**config.mk**
```make
export PLATFORM = sky130hd
export DESIGN_NAME = spp_top
export DESIGN_NICKNAME = d
export VERILOG_FILES = /design/src/spp_pkg.sv /design/src/spp_edge_if.sv /design/src/spp_top.sv /design/src/spp_edge_sync.sv
export SDC_FILE = /design/constraint.sdc
export NUM_CORES = 1
export LEC_CHECK = 0
export ABC_AREA = 0
export BUFFER_PORTS_ARGS = -buffer_cell sky130_fd_sc_hd__buf_2
export CORE_UTILIZATION = 40
export CTS_CLUSTER_DIAMETER = 120
export DETAILED_ROUTE_END_ITERATION = 8
export PLACE_DENSITY = 0.62
export SLEW_MARGIN = 5
export SYNTH_ARGS = -nofsm -noshare
export SYNTH_HDL_FRONTEND = slang
export SYNTH_HIERARCHICAL = 1
export SYNTH_SLANG_ARGS = --single-unit
```
**constraint.sdc**
```tcl
create_clock -name core_clk_i -period 3 [get_ports core_clk_i]
set_input_delay 0.6 -clock core_clk_i [delete_from_list [all_inputs] [get_ports core_clk_i]]
set_output_delay 0.6 -clock core_clk_i [all_outputs]
set_load 0.01 [all_outputs]
```
**src/spp_pkg.sv**
```systemverilog
/*
 Constants for the serial port pin block: pin slots, register map, field
 positions, reset values and word length. Assumes one port of six pins.

// What this block does
// Port sends and receives at the same time with codecs, processors, SPI parts.
// Async mode: control line A is the receive bit clock, input or output.
// Sync mode: control line A is transmitter 1 output or serial flag 0.
// Async mode: control line B is the receive frame sync, input or output.
// Sync mode: control line B is transmitter 2 output or serial flag 1.
// Frame sync line serves both directions in sync mode, transmit only in async.
// Frame sync configured as output drives the internally made frame sync.
// Frame sync as input comes from outside; used by transmitter, receiver if sync.
// Bit clock line clocks both directions in sync mode, transmit only in async.
// External bit clock may be asynchronous; period at least six core cycles.
// Each half of the external bit clock spans at least three core cycles.
// Receive data line is an input; bits shift into the receive register.
// Transmit data line is driven from the transmit shift register while sending.
// After reset all six pins are general-purpose inputs.
// In general-purpose use a direction bit per pin picks input or output.
// A control bit per pin switches the pin to its serial function.
// In stop, a pin that was an input stays an input and is ignored.
// In stop, a pin that was an output goes high impedance.
// Wait state leaves every pin as it was.
// External bit clock and frame sync are synchronised and edge-detected first.
*/
package spp_pkg;
   localparam int NPIN     = 6;
   localparam int PIN_A    = 0;
   localparam int PIN_B    = 1;
   localparam int PIN_FS   = 2;
   localparam int PIN_SCK  = 3;
   localparam int PIN_RXD  = 4;
   localparam int PIN_TXD  = 5;
   localparam int WORD_W   = 16;
   localparam int CNT_W    = 5;
   localparam logic [CNT_W-1:0] WORD_LAST = 5'h0F;
   localparam logic [CNT_W-1:0] WORD_FULL = 5'h10;

   localparam logic [7:0] OFS_CTRL = 8'h00;
   localparam logic [7:0] OFS_DIR  = 8'h04;
   localparam logic [7:0] OFS_GPD  = 8'h08;
   localparam logic [7:0] OFS_MODE = 8'h0C;
   localparam logic [7:0] OFS_TX   = 8'h10;
   localparam logic [7:0] OFS_RX   = 8'h14;
   localparam logic [7:0] OFS_STAT = 8'h18;

   localparam logic [NPIN-1:0] CTRL_RST = 6'h00;
   localparam logic [NPIN-1:0] DIR_RST  = 6'h00;
   localparam logic [31:0]     MODE_RST = 32'h0000_0000;

   localparam int M_SYNC    = 0;
   localparam int M_SCK_OUT = 1;
   localparam int M_FS_OUT  = 2;
   localparam int M_RCK_OUT = 3;
   localparam int M_RFS_OUT = 4;
   localparam int M_A_FLAG  = 5;
   localparam int M_B_FLAG  = 6;
   localparam int M_EN      = 7;
   localparam int M_FLAG0   = 8;
   localparam int M_FLAG1   = 9;
   localparam int M_DIV_LSB = 16;
   localparam int DIV_W     = 8;
   localparam logic [8:0] DIV_BASE = 9'h002;

   localparam int S_TXE = 0;
   localparam int S_RXF = 1;
   localparam int S_ROV = 2;
endpackage

```
**src/spp_edge_if.sv**
```systemverilog
/*
 Bundle of synchronised pin levels and their edges.
 Assumes producer and consumer share the core clock.
*/
`timescale 1ns/1ps
interface spp_edge_if;
   logic [spp_pkg::NPIN-1:0] lvl;
   logic [spp_pkg::NPIN-1:0] rise;
   logic [spp_pkg::NPIN-1:0] fall;
   modport src (output lvl, output rise, output fall);
   modport dst (input lvl, input rise, input fall);
endinterface

```
**src/spp_top.sv**
```systemverilog
/*
 Serial port with six shared pins behind an AHB-Lite register slave.
 Assumes a single-master bus and stop_i from core-clock logic.
*/
`timescale 1ns/1ps
module spp_top (
   input  wire logic                      core_clk_i,
   input  wire logic                      rst_n_i,
   input  wire logic                      hsel_i,
   input  wire logic [31:0]               haddr_i,
   input  wire logic [1:0]                htrans_i,
   input  wire logic                      hwrite_i,
   input  wire logic [2:0]                hsize_i,
   input  wire logic [31:0]               hwdata_i,
   input  wire logic                      hready_i,
   output logic                           hreadyout_o,
   output logic                           hresp_o,
   output logic [31:0]                    hrdata_o,
   input  wire logic                      stop_i,
   input  wire logic [spp_pkg::NPIN-1:0]  pin_i,
   output logic [spp_pkg::NPIN-1:0]       pin_out_o,
   output logic [spp_pkg::NPIN-1:0]       pin_oe_n_o
);
   spp_edge_if eg ();

   spp_edge_sync u_sync (
      .core_clk_i (core_clk_i),
      .rst_n_i    (rst_n_i),
      .pin_i      (pin_i),
      .eg         (eg.src)
   );

   logic [spp_pkg::NPIN-1:0]   ctrl_ff;
   logic [spp_pkg::NPIN-1:0]   dir_ff;
   logic [spp_pkg::NPIN-1:0]   gpd_ff;
   logic [31:0]                mode_ff;
   logic [spp_pkg::WORD_W-1:0] tx_hold_ff;
   logic                       tx_full_ff;
   logic [spp_pkg::WORD_W-1:0] tx_sh_ff;
   logic                       tx_act_ff;
   logic [spp_pkg::CNT_W-1:0]  tx_cnt_ff;
   logic [spp_pkg::WORD_W-1:0] rx_sh_ff;
   logic [spp_pkg::WORD_W-1:0] rx_hold_ff;
   logic                       rx_full_ff;
   logic                       rx_ovr_ff;
   logic                       rx_act_ff;
   logic [spp_pkg::CNT_W-1:0]  rx_cnt_ff;
   logic [8:0]                 div_cnt_ff;
   logic                       sck_int_ff;
   logic                       fs_int_ff;
   logic [spp_pkg::CNT_W-1:0]  fcnt_ff;
   logic                       dp_ff;
   logic                       dw_ff;
   logic [7:0]                 da_ff;
   logic [31:0]                hrdata_ff;
   logic [spp_pkg::NPIN-1:0]   nxt_out;
   logic [spp_pkg::NPIN-1:0]   nxt_oe_n;

   logic acc;
   logic wr;
   logic en;
   logic sync_m;
   logic int_rise;
   logic int_fall;
   logic tck_rise;
   logic rck_rise;
   logic rck_fall;
   logic tfs;
   logic rfs;
   logic tload;
   logic rdone;
   logic rd_rx;
   logic tx_bit;

   // Bus: zero-wait slave, read data captured in the address phase
   assign acc = hsel_i & htrans_i[1] & hready_i;
   assign wr  = dp_ff & dw_ff;
   assign rd_rx = acc & ~hwrite_i & (haddr_i[7:0] == spp_pkg::OFS_RX);
   assign hreadyout_o = 1'b1;
   assign hresp_o     = 1'b0;
   assign hrdata_o    = hrdata_ff;

   always_ff @(posedge core_clk_i or negedge rst_n_i) begin
      if (!rst_n_i) begin
         dp_ff <= 1'b0;
         dw_ff <= 1'b0;
         da_ff <= 8'h00;
      end else if (hready_i) begin
         dp_ff <= acc;
         dw_ff <= hwrite_i;
         da_ff <= haddr_i[7:0];
      end
   end

   always_ff @(posedge core_clk_i or negedge rst_n_i) begin
      if (!rst_n_i) begin
         hrdata_ff <= 32'h0000_0000;
      end else if (acc && !hwrite_i) begin
         case (haddr_i[7:0])
            spp_pkg::OFS_CTRL: hrdata_ff <= {26'h0000000, ctrl_ff};
            spp_pkg::OFS_DIR:  hrdata_ff <= {26'h0000000, dir_ff};
            spp_pkg::OFS_GPD:  hrdata_ff <= {26'h0000000, eg.lvl};
            spp_pkg::OFS_MODE: hrdata_ff <= mode_ff;
            spp_pkg::OFS_RX:   hrdata_ff <= {16'h0000, rx_hold_ff};
            spp_pkg::OFS_STAT: hrdata_ff <= {29'h00000000, rx_ovr_ff, rx_full_ff, ~tx_full_ff};
            default:           hrdata_ff <= 32'h0000_0000;
         endcase
      end
   end

   // Configuration registers; all pins come up as inputs
   always_ff @(posedge core_clk_i or negedge rst_n_i) begin
      if (!rst_n_i) begin
         ctrl_ff <= spp_pkg::CTRL_RST;
         dir_ff  <= spp_pkg::DIR_RST;
         gpd_ff  <= '0;
         mode_ff <= spp_pkg::MODE_RST;
      end else if (wr) begin
         if (da_ff == spp_pkg::OFS_CTRL) ctrl_ff <= hwdata_i[spp_pkg::NPIN-1:0];
         if (da_ff == spp_pkg::OFS_DIR)  dir_ff  <= hwdata_i[spp_pkg::NPIN-1:0];
         if (da_ff == spp_pkg::OFS_GPD)  gpd_ff  <= hwdata_i[spp_pkg::NPIN-1:0];
         if (da_ff == spp_pkg::OFS_MODE) mode_ff <= hwdata_i;
      end
   end

   assign en     = mode_ff[spp_pkg::M_EN];
   assign sync_m = mode_ff[spp_pkg::M_SYNC];

   // Internal bit clock: half period is the divider field plus three cycles
   always_ff @(posedge core_clk_i or negedge rst_n_i) begin
      if (!rst_n_i) begin
         div_cnt_ff <= 9'h000;
         sck_int_ff <= 1'b0;
      end else if (!en) begin
         div_cnt_ff <= 9'h000;
         sck_int_ff <= 1'b0;
      end else if (div_cnt_ff == 9'h000) begin
         div_cnt_ff <= {1'b0, mode_ff[spp_pkg::M_DIV_LSB +: spp_pkg::DIV_W]}
                       + spp_pkg::DIV_BASE;
         sck_int_ff <= ~sck_int_ff;
      end else begin
         div_cnt_ff <= div_cnt_ff - 9'h001;
      end
   end

   assign int_rise = en & (div_cnt_ff == 9'h000) & ~sck_int_ff;
   assign int_fall = en & (div_cnt_ff == 9'h000) & sck_int_ff;

   // Internal frame sync: high during the bit before each word
   always_ff @(posedge core_clk_i or negedge rst_n_i) begin
      if (!rst_n_i) begin
         fcnt_ff   <= '0;
         fs_int_ff <= 1'b0;
      end else if (!en) begin
         fcnt_ff   <= '0;
         fs_int_ff <= 1'b0;
      end else if (int_rise) begin
         fcnt_ff   <= (fcnt_ff == spp_pkg::WORD_LAST) ? '0 : fcnt_ff + 5'h01;
         fs_int_ff <= (fcnt_ff == spp_pkg::WORD_LAST);
      end
   end

   // Clock and frame sync routing; stop masks the clock and frame sync inputs, not the level read
   always_comb begin
      tck_rise = 1'b0;
      rck_rise = 1'b0;
      rck_fall = 1'b0;
      tfs      = 1'b0;
      rfs      = 1'b0;
      if (en && !stop_i) begin
         // Bit clock pin drives transmit always, receive only when sync
         if (mode_ff[spp_pkg::M_SCK_OUT]) begin
            tck_rise = int_rise;
         end else begin
            tck_rise = eg.rise[spp_pkg::PIN_SCK] & ctrl_ff[spp_pkg::PIN_SCK];
         end
         // Frame sync line: internal when output, pin level when input
         if (mode_ff[spp_pkg::M_FS_OUT]) begin
            tfs = fs_int_ff;
         end else begin
            tfs = eg.lvl[spp_pkg::PIN_FS];
         end
         if (sync_m) begin
            rck_rise = tck_rise;
            rck_fall = mode_ff[spp_pkg::M_SCK_OUT] ? int_fall
                       : eg.fall[spp_pkg::PIN_SCK] & ctrl_ff[spp_pkg::PIN_SCK];
            rfs      = tfs;
         end else if (mode_ff[spp_pkg::M_RCK_OUT]) begin
            rck_rise = int_rise;
            rck_fall = int_fall;
            rfs      = mode_ff[spp_pkg::M_RFS_OUT] ? fs_int_ff : eg.lvl[spp_pkg::PIN_B];
         end else begin
            rck_rise = eg.rise[spp_pkg::PIN_A] & ctrl_ff[spp_pkg::PIN_A];
            rck_fall = eg.fall[spp_pkg::PIN_A] & ctrl_ff[spp_pkg::PIN_A];
            rfs      = mode_ff[spp_pkg::M_RFS_OUT] ? fs_int_ff : eg.lvl[spp_pkg::PIN_B];
         end
      end
   end

   // Transmit and receive run independently: full duplex
   assign tload = tck_rise & tfs;
   assign tx_bit = tx_sh_ff[spp_pkg::WORD_W-1];

   always_ff @(posedge core_clk_i or negedge rst_n_i) begin
      if (!rst_n_i) begin
         tx_sh_ff  <= '0;
         tx_act_ff <= 1'b0;
         tx_cnt_ff <= '0;
      end else if (tload) begin
         tx_sh_ff  <= tx_full_ff ? tx_hold_ff : '0;
         tx_act_ff <= 1'b1;
         tx_cnt_ff <= spp_pkg::WORD_LAST;
      end else if (tck_rise && tx_act_ff) begin
         tx_sh_ff  <= {tx_sh_ff[spp_pkg::WORD_W-2:0], 1'b0};
         tx_cnt_ff <= tx_cnt_ff - 5'h01;
         if (tx_cnt_ff == 5'h00) tx_act_ff <= 1'b0;
      end
   end

   // A write landing on the load cycle refills the holding word
   always_ff @(posedge core_clk_i or negedge rst_n_i) begin
      if (!rst_n_i) begin
         tx_hold_ff <= '0;
         tx_full_ff <= 1'b0;
      end else if (wr && da_ff == spp_pkg::OFS_TX) begin
         tx_hold_ff <= hwdata_i[spp_pkg::WORD_W-1:0];
         tx_full_ff <= 1'b1;
      end else if (tload) begin
         tx_full_ff <= 1'b0;
      end
   end

   assign rdone = rck_fall & rx_act_ff & (rx_cnt_ff == 5'h01);

   always_ff @(posedge core_clk_i or negedge rst_n_i) begin
      if (!rst_n_i) begin
         rx_sh_ff  <= '0;
         rx_act_ff <= 1'b0;
         rx_cnt_ff <= '0;
      end else if (rck_rise && rfs && !rx_act_ff) begin
         rx_act_ff <= 1'b1;
         rx_cnt_ff <= spp_pkg::WORD_FULL;
      end else if (rck_fall && rx_act_ff) begin
         rx_sh_ff  <= {rx_sh_ff[spp_pkg::WORD_W-2:0], eg.lvl[spp_pkg::PIN_RXD]};
         rx_cnt_ff <= rx_cnt_ff - 5'h01;
         if (rx_cnt_ff == 5'h01) rx_act_ff <= 1'b0;
      end
   end

   // Completed word beats a same-cycle read: the flag stays set
   always_ff @(posedge core_clk_i or negedge rst_n_i) begin
      if (!rst_n_i) begin
         rx_hold_ff <= '0;
         rx_full_ff <= 1'b0;
         rx_ovr_ff  <= 1'b0;
      end else begin
         if (rdone) begin
            rx_hold_ff <= {rx_sh_ff[spp_pkg::WORD_W-2:0], eg.lvl[spp_pkg::PIN_RXD]};
            rx_full_ff <= 1'b1;
         end else if (rd_rx) begin
            rx_full_ff <= 1'b0;
         end
         if (rdone && rx_full_ff) begin
            rx_ovr_ff <= 1'b1;
         end else if (wr && da_ff == spp_pkg::OFS_STAT && hwdata_i[spp_pkg::S_ROV]) begin
            rx_ovr_ff <= 1'b0;
         end
      end
   end

   // Pin drivers; output enables are active low
   always_comb begin
      nxt_out  = gpd_ff;
      nxt_oe_n = ~dir_ff;
      // Serial function per pin as selected by the control bits
      if (ctrl_ff[spp_pkg::PIN_A]) begin
         if (sync_m) begin
            nxt_out[spp_pkg::PIN_A] = mode_ff[spp_pkg::M_A_FLAG] ?
                                      mode_ff[spp_pkg::M_FLAG0] : tx_bit;
            nxt_oe_n[spp_pkg::PIN_A] = 1'b0;
         end else begin
            nxt_out[spp_pkg::PIN_A]  = sck_int_ff;
            nxt_oe_n[spp_pkg::PIN_A] = ~mode_ff[spp_pkg::M_RCK_OUT];
         end
      end
      if (ctrl_ff[spp_pkg::PIN_B]) begin
         if (sync_m) begin
            nxt_out[spp_pkg::PIN_B] = mode_ff[spp_pkg::M_B_FLAG] ?
                                      mode_ff[spp_pkg::M_FLAG1] : tx_bit;
            nxt_oe_n[spp_pkg::PIN_B] = 1'b0;
         end else begin
            nxt_out[spp_pkg::PIN_B]  = fs_int_ff;
            nxt_oe_n[spp_pkg::PIN_B] = ~mode_ff[spp_pkg::M_RFS_OUT];
         end
      end
      if (ctrl_ff[spp_pkg::PIN_FS]) begin
         nxt_out[spp_pkg::PIN_FS]  = fs_int_ff;
         nxt_oe_n[spp_pkg::PIN_FS] = ~mode_ff[spp_pkg::M_FS_OUT];
      end
      if (ctrl_ff[spp_pkg::PIN_SCK]) begin
         nxt_out[spp_pkg::PIN_SCK]  = sck_int_ff;
         nxt_oe_n[spp_pkg::PIN_SCK] = ~mode_ff[spp_pkg::M_SCK_OUT];
      end
      if (ctrl_ff[spp_pkg::PIN_RXD]) begin
         nxt_out[spp_pkg::PIN_RXD]  = 1'b0;
         nxt_oe_n[spp_pkg::PIN_RXD] = 1'b1;
      end
      if (ctrl_ff[spp_pkg::PIN_TXD]) begin
         nxt_out[spp_pkg::PIN_TXD]  = tx_bit;
         nxt_oe_n[spp_pkg::PIN_TXD] = ~tx_act_ff;
      end
      // Only stop touches the drivers; wait has no input here at all
      if (stop_i) begin
         nxt_oe_n = '1;
      end
   end

   always_ff @(posedge core_clk_i or negedge rst_n_i) begin
      if (!rst_n_i) begin
         pin_out_o  <= '0;
         pin_oe_n_o <= '1;
      end else begin
         pin_out_o  <= nxt_out;
         pin_oe_n_o <= nxt_oe_n;
      end
   end
endmodule

```
**src/spp_edge_sync.sv**
```systemverilog
/*
 Two-flop synchroniser and edge detector for all pin inputs.
 Assumes external clocks keep each half at least three core cycles.
*/
`timescale 1ns/1ps
module spp_edge_sync (
   input  wire logic                      core_clk_i,
   input  wire logic                      rst_n_i,
   input  wire logic [spp_pkg::NPIN-1:0]  pin_i,
   spp_edge_if.src                        eg
);
   logic [spp_pkg::NPIN-1:0] s1_ff;
   logic [spp_pkg::NPIN-1:0] s2_ff;
   logic [spp_pkg::NPIN-1:0] s3_ff;

   // First stage feeds only the second; edges come from later stages
   always_ff @(posedge core_clk_i or negedge rst_n_i) begin
      if (!rst_n_i) begin
         s1_ff <= '0;
         s2_ff <= '0;
         s3_ff <= '0;
      end else begin
         s1_ff <= pin_i;
         s2_ff <= s1_ff;
         s3_ff <= s2_ff;
      end
   end

   // Halves of three cycles or more give one clean edge per transition
   assign eg.lvl  = s2_ff;
   assign eg.rise = s2_ff & ~s3_ff;
   assign eg.fall = ~s2_ff & s3_ff;
endmodule

```
# [After elaboration in Yosys (flattened, before gate mapping)]
# Cells that the tools add are included.
[op_classes] n_addsub=5 n_eq_ne=14 mux=62 bitwise=29 n_reduce_logical=31
[op_table] op="one-hot mux 32 bit (6 select lines)" count=1
[op_table] op="2-to-1 mux 1 bit" count=48
[op_table] op="2-to-1 mux 16 bit" count=3
[op_table] op="2-to-1 mux 5 bit" count=7
[op_table] op="== test 8 x 4 -> 1 bit, second input constant" count=4
[op_table] op="== test 8 x 5 -> 1 bit, second input constant" count=4
[op_table] op="2-to-1 mux 9 bit" count=2
[op_table] op="== test 8 x 3 -> 1 bit, second input constant" count=2
[op_table] op="logical NOT 8 bit" count=2
[op_table] op="bitwise AND 1 bit" count=15
[op_table] op="AND reduction 2 bit" count=7
[op_table] op="nonzero test 2 bit" count=7
[op_table] op="logical AND 1 bit" count=10
[op_table] op="subtractor 5 x 1 -> 5 bit, second input constant" count=2
[op_table] op="adder 8 x 2 -> 9 bit, second input constant" count=1
[op_table] op="logical NOT 9 bit" count=1
[op_table] op="inverter 1 bit" count=9
[op_table] op="subtractor 9 x 1 -> 9 bit, second input constant" count=1
[op_table] op="bitwise AND 4 bit" count=2
[op_table] op="inverter 4 bit" count=2
[op_table] op="2-to-1 mux 6 bit" count=1
[op_table] op="inverter 6 bit" count=1
[op_table] op="adder 5 x 1 -> 5 bit, second input constant" count=1
[op_table] op="== test 5 x 1 -> 1 bit, second input constant" count=1
[op_table] op="other kinds (4)" count=7
[word_totals] regBits=214 output_inout_bits=46 elab_cells=169

# [Depth between registers and ports, before layout]
[logic_depth] ltp_word=10 ltp_mapped=9 mapped_depth_nobuf=7

# [Cells and area by module]
# Netlist, hierarchy kept.
[by_module_without_submodules] mod="spp_top" instances=1 cells_per_inst=689 area_each_um2=8657.1
[by_module_without_submodules] mod="spp_edge_sync" instances=1 cells_per_inst=30 area_each_um2=555.5

# [Worst setup path after synthesis]
# No wires, ideal clock.
[synth_timing] path_kind="register -> register" from="register div_cnt_ff[0]" to="register rx_hold_ff[10] (netlist name)" setup_ns=0.125 arrival_time_ns=2.626 t_required_ns=2.875 setup_slack_ns=0.248 stages_incl_launch_ff=10 cell_sequence="dfrtp_1 > inv_1 > ha_1 > or4b_1 > buf_2 > nor3_1 > o22ai_2 > nor4_4 > buf_6 > mux2_4"
[synth_via] elab_chain_cells=8
[synth_rtl] element="start, declared" line_no="spp_top.sv:48" source="logic [8:0] div_cnt_ff;"
[synth_rtl] element="start signal, assigned" line_no="spp_top.sv:138" source="div_cnt_ff <= {1'b0, mode_ff[spp_pkg::M_DIV_LSB +: spp_pkg::DIV_W]}"
[synth_rtl] element="start signal, assigned" line_no="spp_top.sv:142" source="div_cnt_ff <= div_cnt_ff - 9'h001;"
[synth_rtl] element="logical NOT 9 bit *" line_no="spp_top.sv:147" source="assign int_fall = en & (div_cnt_ff == 9'h000) & sck_int_ff;"
[synth_rtl] element="bitwise AND 1 bit * (2 in series)" line_no="spp_top.sv:147"
[synth_rtl] element="2-to-1 mux 1 bit (on tied branches)" line_no="spp_top.sv:188, spp_top.sv:185"
[synth_rtl] element="2-to-1 mux 1 bit *" line_no="spp_top.sv:183" source="if (sync_m) begin"
[synth_rtl] element="2-to-1 mux 1 bit *" line_no="spp_top.sv:170" source="if (en && !stop_i) begin"
[synth_rtl] element="bitwise AND 1 bit * (2 in series)" line_no="spp_top.sv:233" source="assign rdone = rck_fall & rx_act_ff & (rx_cnt_ff == 5'h01);"
[synth_rtl] element="end signal, assigned" line_no="spp_top.sv:258" source="rx_hold_ff <= {rx_sh_ff[spp_pkg::WORD_W-2:0], eg.lvl[spp_pkg::PIN_RXD]};"
[synth_rtl] element="end, declared" line_no="spp_top.sv:43" source="logic [spp_pkg::WORD_W-1:0] rx_hold_ff;"
# Every way passes the cells marked *; elsewhere a longest branch is shown, timed or not.
# A chain may end at the register's enable or synchronous reset.

# [Worst setup path after layout]
[layout_timing] from="register div_cnt_ff[0]" to="register rx_hold_ff[2] (netlist name)"
# Same word-level chain as after synthesis.

==> flow_summary.html <==
<table>
<tr><th>Metric</th><th>Value</th></tr>
<tr><th colspan="2">Synth</th></tr>
<tr><td>Number of synthesis warnings</td><td>6</td></tr>
<tr><td>Per-instance average area after synthesis</td><td>12.8 um2</td></tr>
<tr><td>Synthesized area</td><td>roughly 0.0090 mm2</td></tr>
<tr><td>Number of cells produced by synthesis</td><td>707</td></tr>
<tr><td>Synthesized netlist net count</td><td>796</td></tr>
<tr><th colspan="2">Global route</th></tr>
<tr><td>Antenna violations before repair</td><td>1</td></tr>
<tr><td>Total Routing Usage GR</td><td>0.177</td></tr>
<tr><td>Largest net degree at the start of global routing</td><td>just under 60</td></tr>
<tr><td>Vias in the first global route</td><td>5965</td></tr>
<tr><td>Wire length of the first global-routing pass</td><td>32800 um</td></tr>
<tr><td>Congestion Overflow GR</td><td>0</td></tr>
<tr><th colspan="2">Routing</th></tr>
<tr><td>Routed via count divided by cell count</td><td>5.33</td></tr>
<tr><td>DR pass1 iterations</td><td>7</td></tr>
<tr><td>Metal3 WL</td><td>883 um</td></tr>
<tr><td>Remaining number of nets flagged by the antenna check after routing</td><td>0</td></tr>
<tr><td>Met2 wire length</td><td>9310 um</td></tr>
<tr><td>Met1 Routed Length</td><td>roughly 9500 um</td></tr>
<tr><td>Highest routed metal layer</td><td>met4</td></tr>
<tr><td>Via count</td><td>a little under 6000</td></tr>
<tr><td>Residual DRC</td><td>22</td></tr>
<tr><td>Routed length per instance</td><td>17.9 um</td></tr>
<tr><td>Routed Wire Length</td><td>around 20000 um</td></tr>
<tr><td>Count of routing violations after the opening detailed-route iteration</td><td>277</td></tr>
<tr><th colspan="2">Clock tree</th></tr>
<tr><td>CTS-repair resized insts</td><td>0</td></tr>
<tr><td>Number of buffers inserted during clock tree synthesis</td><td>23</td></tr>
<tr><td>Latest clock arrival within the worst-skew pair</td><td>roughly 520 ps</td></tr>
<tr><td>Maximum level of the CTS H-tree</td><td>1</td></tr>
<tr><td>Maximum clock insertion buffer count</td><td>3</td></tr>
<tr><td>Post CTS Setup Buffer Count</td><td>0</td></tr>
<tr><td>Clock tree from TritonCTS</td><td>done</td></tr>
<tr><td>Clock transition at path regs</td><td>about 60 ps</td></tr>
<tr><td>Clock tree root driver cell</td><td>sky130_fd_sc_hd__clkbuf_16</td></tr>
<tr><td>Count of clock tree sinks</td><td>~210</td></tr>
<tr><td>Hold-fix buffers at CTS</td><td>0</td></tr>
<tr><th colspan="2">Placed design</th></tr>
<tr><td>Routability-driven placement congestion ratio</td><td>0.774</td></tr>
<tr><td>Port Buffer Count</td><td>96</td></tr>
<tr><td>Post-DP HPWL</td><td>13800 um</td></tr>
<tr><td>Number of instances in the placed design</td><td>approximately 1100</td></tr>
<tr><td>Placed Instance Area</td><td>0.00996 mm2</td></tr>
<tr><th colspan="2">Power and ir drop</th></tr>
<tr><td>Power density of the placed cells</td><td>approximately 680 mW/mm2</td></tr>
<tr><td>Leak pwr</td><td>5.18 nW</td></tr>
<tr><td>Design Power</td><td>7.37 mW</td></tr>
<tr><td>Maximum VDD drop</td><td>0.431 mV</td></tr>
<tr><th colspan="2">Worst setup path</th></tr>
<tr><td>Maximum fanout encountered on the critical timing path</td><td>19</td></tr>
<tr><td>Launching element type of the critical path</td><td>register</td></tr>
<tr><td>Crit path launch</td><td>div_cnt_ff[0]</td></tr>
<tr><td>Required time at the worst-slack endpoint</td><td>3400 ps</td></tr>
<tr><td>Worst Path Arrival</td><td>3210 ps</td></tr>
<tr><td>Setup Crit Path Kind</td><td>reg -&gt; reg</td></tr>
<tr><td>Beginning of the worst register-to-register path</td><td>div_cnt_ff[0]</td></tr>
<tr><td>Crit end category</td><td>register</td></tr>
<tr><th colspan="2">STA</th></tr>
<tr><td>Final critical delay including setup and external delays</td><td>2810 ps</td></tr>
<tr><td>Post-route clock skew</td><td>14.9 ps</td></tr>
<tr><td>Final total negative setup slack</td><td>0 ps</td></tr>
<tr><td>Period utilisation layout</td><td>0.938</td></tr>
<tr><td>Setup repair after global routing missed its margin</td><td>false</td></tr>
<tr><td>Count of endpoints failing setup in the final report</td><td>0</td></tr>
<tr><td>Maximum clock frequency</td><td>355 MHz</td></tr>
<tr><td>Worst-Margin Slew</td><td>723 ps</td></tr>
<tr><td>Slew Limit Fails</td><td>0</td></tr>
<tr><td>Final hold vios</td><td>0</td></tr>
<tr><td>Relative slew slack</td><td>0.513</td></tr>
<tr><th colspan="2">Layout</th></tr>
<tr><td>Area growth from synthesis to layout</td><td>19.3%</td></tr>
<tr><td>Final-stage net count</td><td>906</td></tr>
<tr><td>Most common cell after layout, fill and taps aside</td><td>sky130_fd_sc_hd__dfrtp_1</td></tr>
<tr><td>Layout cells sized above 1</td><td>0.361</td></tr>
<tr><td>Layout Cell Area excl Fill</td><td>0.0108 mm2</td></tr>
<tr><td>Commonest non-fill, non-tap cells in the layout</td><td>206 x sky130_fd_sc_hd__dfrtp_1, 108 x sky130_fd_sc_hd__mux2_2, 95 x sky130_fd_sc_hd__buf_2, 73 x sky130_fd_sc_hd__nand2_1, 27 x sky130_fd_sc_hd__nor2_1</td></tr>
<tr><td>Post-route insts no fill</td><td>1114</td></tr>
<tr><th colspan="2">Outcome</th></tr>
<tr><td>Result of the run</td><td>finished with violations</td></tr>
<tr><td>Violated checks</td><td>DRC</td></tr>
<tr><th colspan="2">Floorplan</th></tr>
<tr><td>Effective utilization at floorplan</td><td>0.411</td></tr>
<tr><td>Placeable Area</td><td>0.0220 mm2</td></tr>
<tr><td>Row count</td><td>54</td></tr>
<tr><td>DIE AREA</td><td>0.0232 mm2</td></tr>
<tr><td>Io pins</td><td>127</td></tr>
<tr><td>X dimension of the die</td><td>152 um</td></tr>
<tr><td>Die span in y</td><td>152 um</td></tr>
<tr><th colspan="2">Hold path</th></tr>
<tr><td>Type of the most critical hold path</td><td>in -&gt; async</td></tr>
<tr><th colspan="2">Flow run</th></tr>
<tr><td>Number of violations of the max-capacitance limit</td><td>0</td></tr>
</table>
[through the flow]
stage | util | hold WS [ps] | setup slack (ps)
2_1_floorplan | - | 304 | 248
3_3_place_gp | 0.452 | 333 | 255
3_5_place_dp | 0.452 | 336 | 192
4_1_cts | 0.490 | 65.6 | 186
5_1_grt | 0.490 | 83.2 | 17.0
6_report | 0.490 | 51.3 | 185
[routing by layer]
layer	global-route usage	vias up
met3	0.0299	25
met2	0.284	132
met4	0.0423	0
li1	-	2774
met1	0.251	3003
met5	0	-
[worst max-delay path, cell delays in order (launching register included)]
cell and delay [ps]:
sky130_fd_sc_hd__dfrtp_1 400, sky130_fd_sc_hd__inv_1 100, sky130_fd_sc_hd__ha_1 160, sky130_fd_sc_hd__or4b_1 560, sky130_fd_sc_hd__nor3_1 370, sky130_fd_sc_hd__o22ai_2 200, sky130_fd_sc_hd__nor4_4 330, sky130_fd_sc_hd__buf_12 220
sky130_fd_sc_hd__mux2_2 350
[report_power, final]
| part | total, mW | internal [mW] | switching (mW) |
|---|---|---|---|
| combinational | 0.982 | 0.468 | 0.514 |
| sequential | 3.35 | 3.12 | 0.230 |
| clock | 3.04 | 1.90 | 1.13 |
| total | 7.37 | 5.50 | 1.88 |
[state kept, by name, summed over array words and instances, names as in the netlist, 2 cells and up]
name,cells
rx_cnt_ff,5
u_sync/s1_ff,6
fcnt_ff,5
pin_out_o,6
tx_sh_ff,16
gpd_ff,6
pin_oe_n_o,6
tx_cnt_ff,5
div_cnt_ff,9
u_sync/eg.lvl,6
ctrl_ff,6
dir_ff,6
rx_hold_ff,16
mode_ff,32
u_sync/s3_ff,2
tx_hold_ff,16
da_ff,8
hrdata_o,32
rx_sh_ff,15
[cell type report]
| cell class | instances | area [um2] |
|---|---|---|
| repair buffers | 117 | 684 |
| flip-flops and latches | 212 | 5310 |
| fillers | 2005 | 11200 |
| clock inverters | 8 | 155 |
| clock buffers | 32 | 669 |
| multi-input cells | 447 | 3550 |
| inverters | 16 | 60.1 |
| diodes | 2 | 5.00 |
| well taps | 280 | 350 |
[final timing paths]
check	to	slack, ps	depth (start not counted)
worst min-delay path	hrdata_o[28]	50	1
min in group core_clk_i	u_sync/s1_ff[4]	180	1
worst max-delay path	rx_hold_ff[2]	190	8
worst max register to register	rx_hold_ff[2]	190	8
worst min register to register	u_sync/eg.lvl[5]	350	0
max in group asynchronous	pin_oe_n_o[1]	2150	2
(Power assumes the default switching activity.)
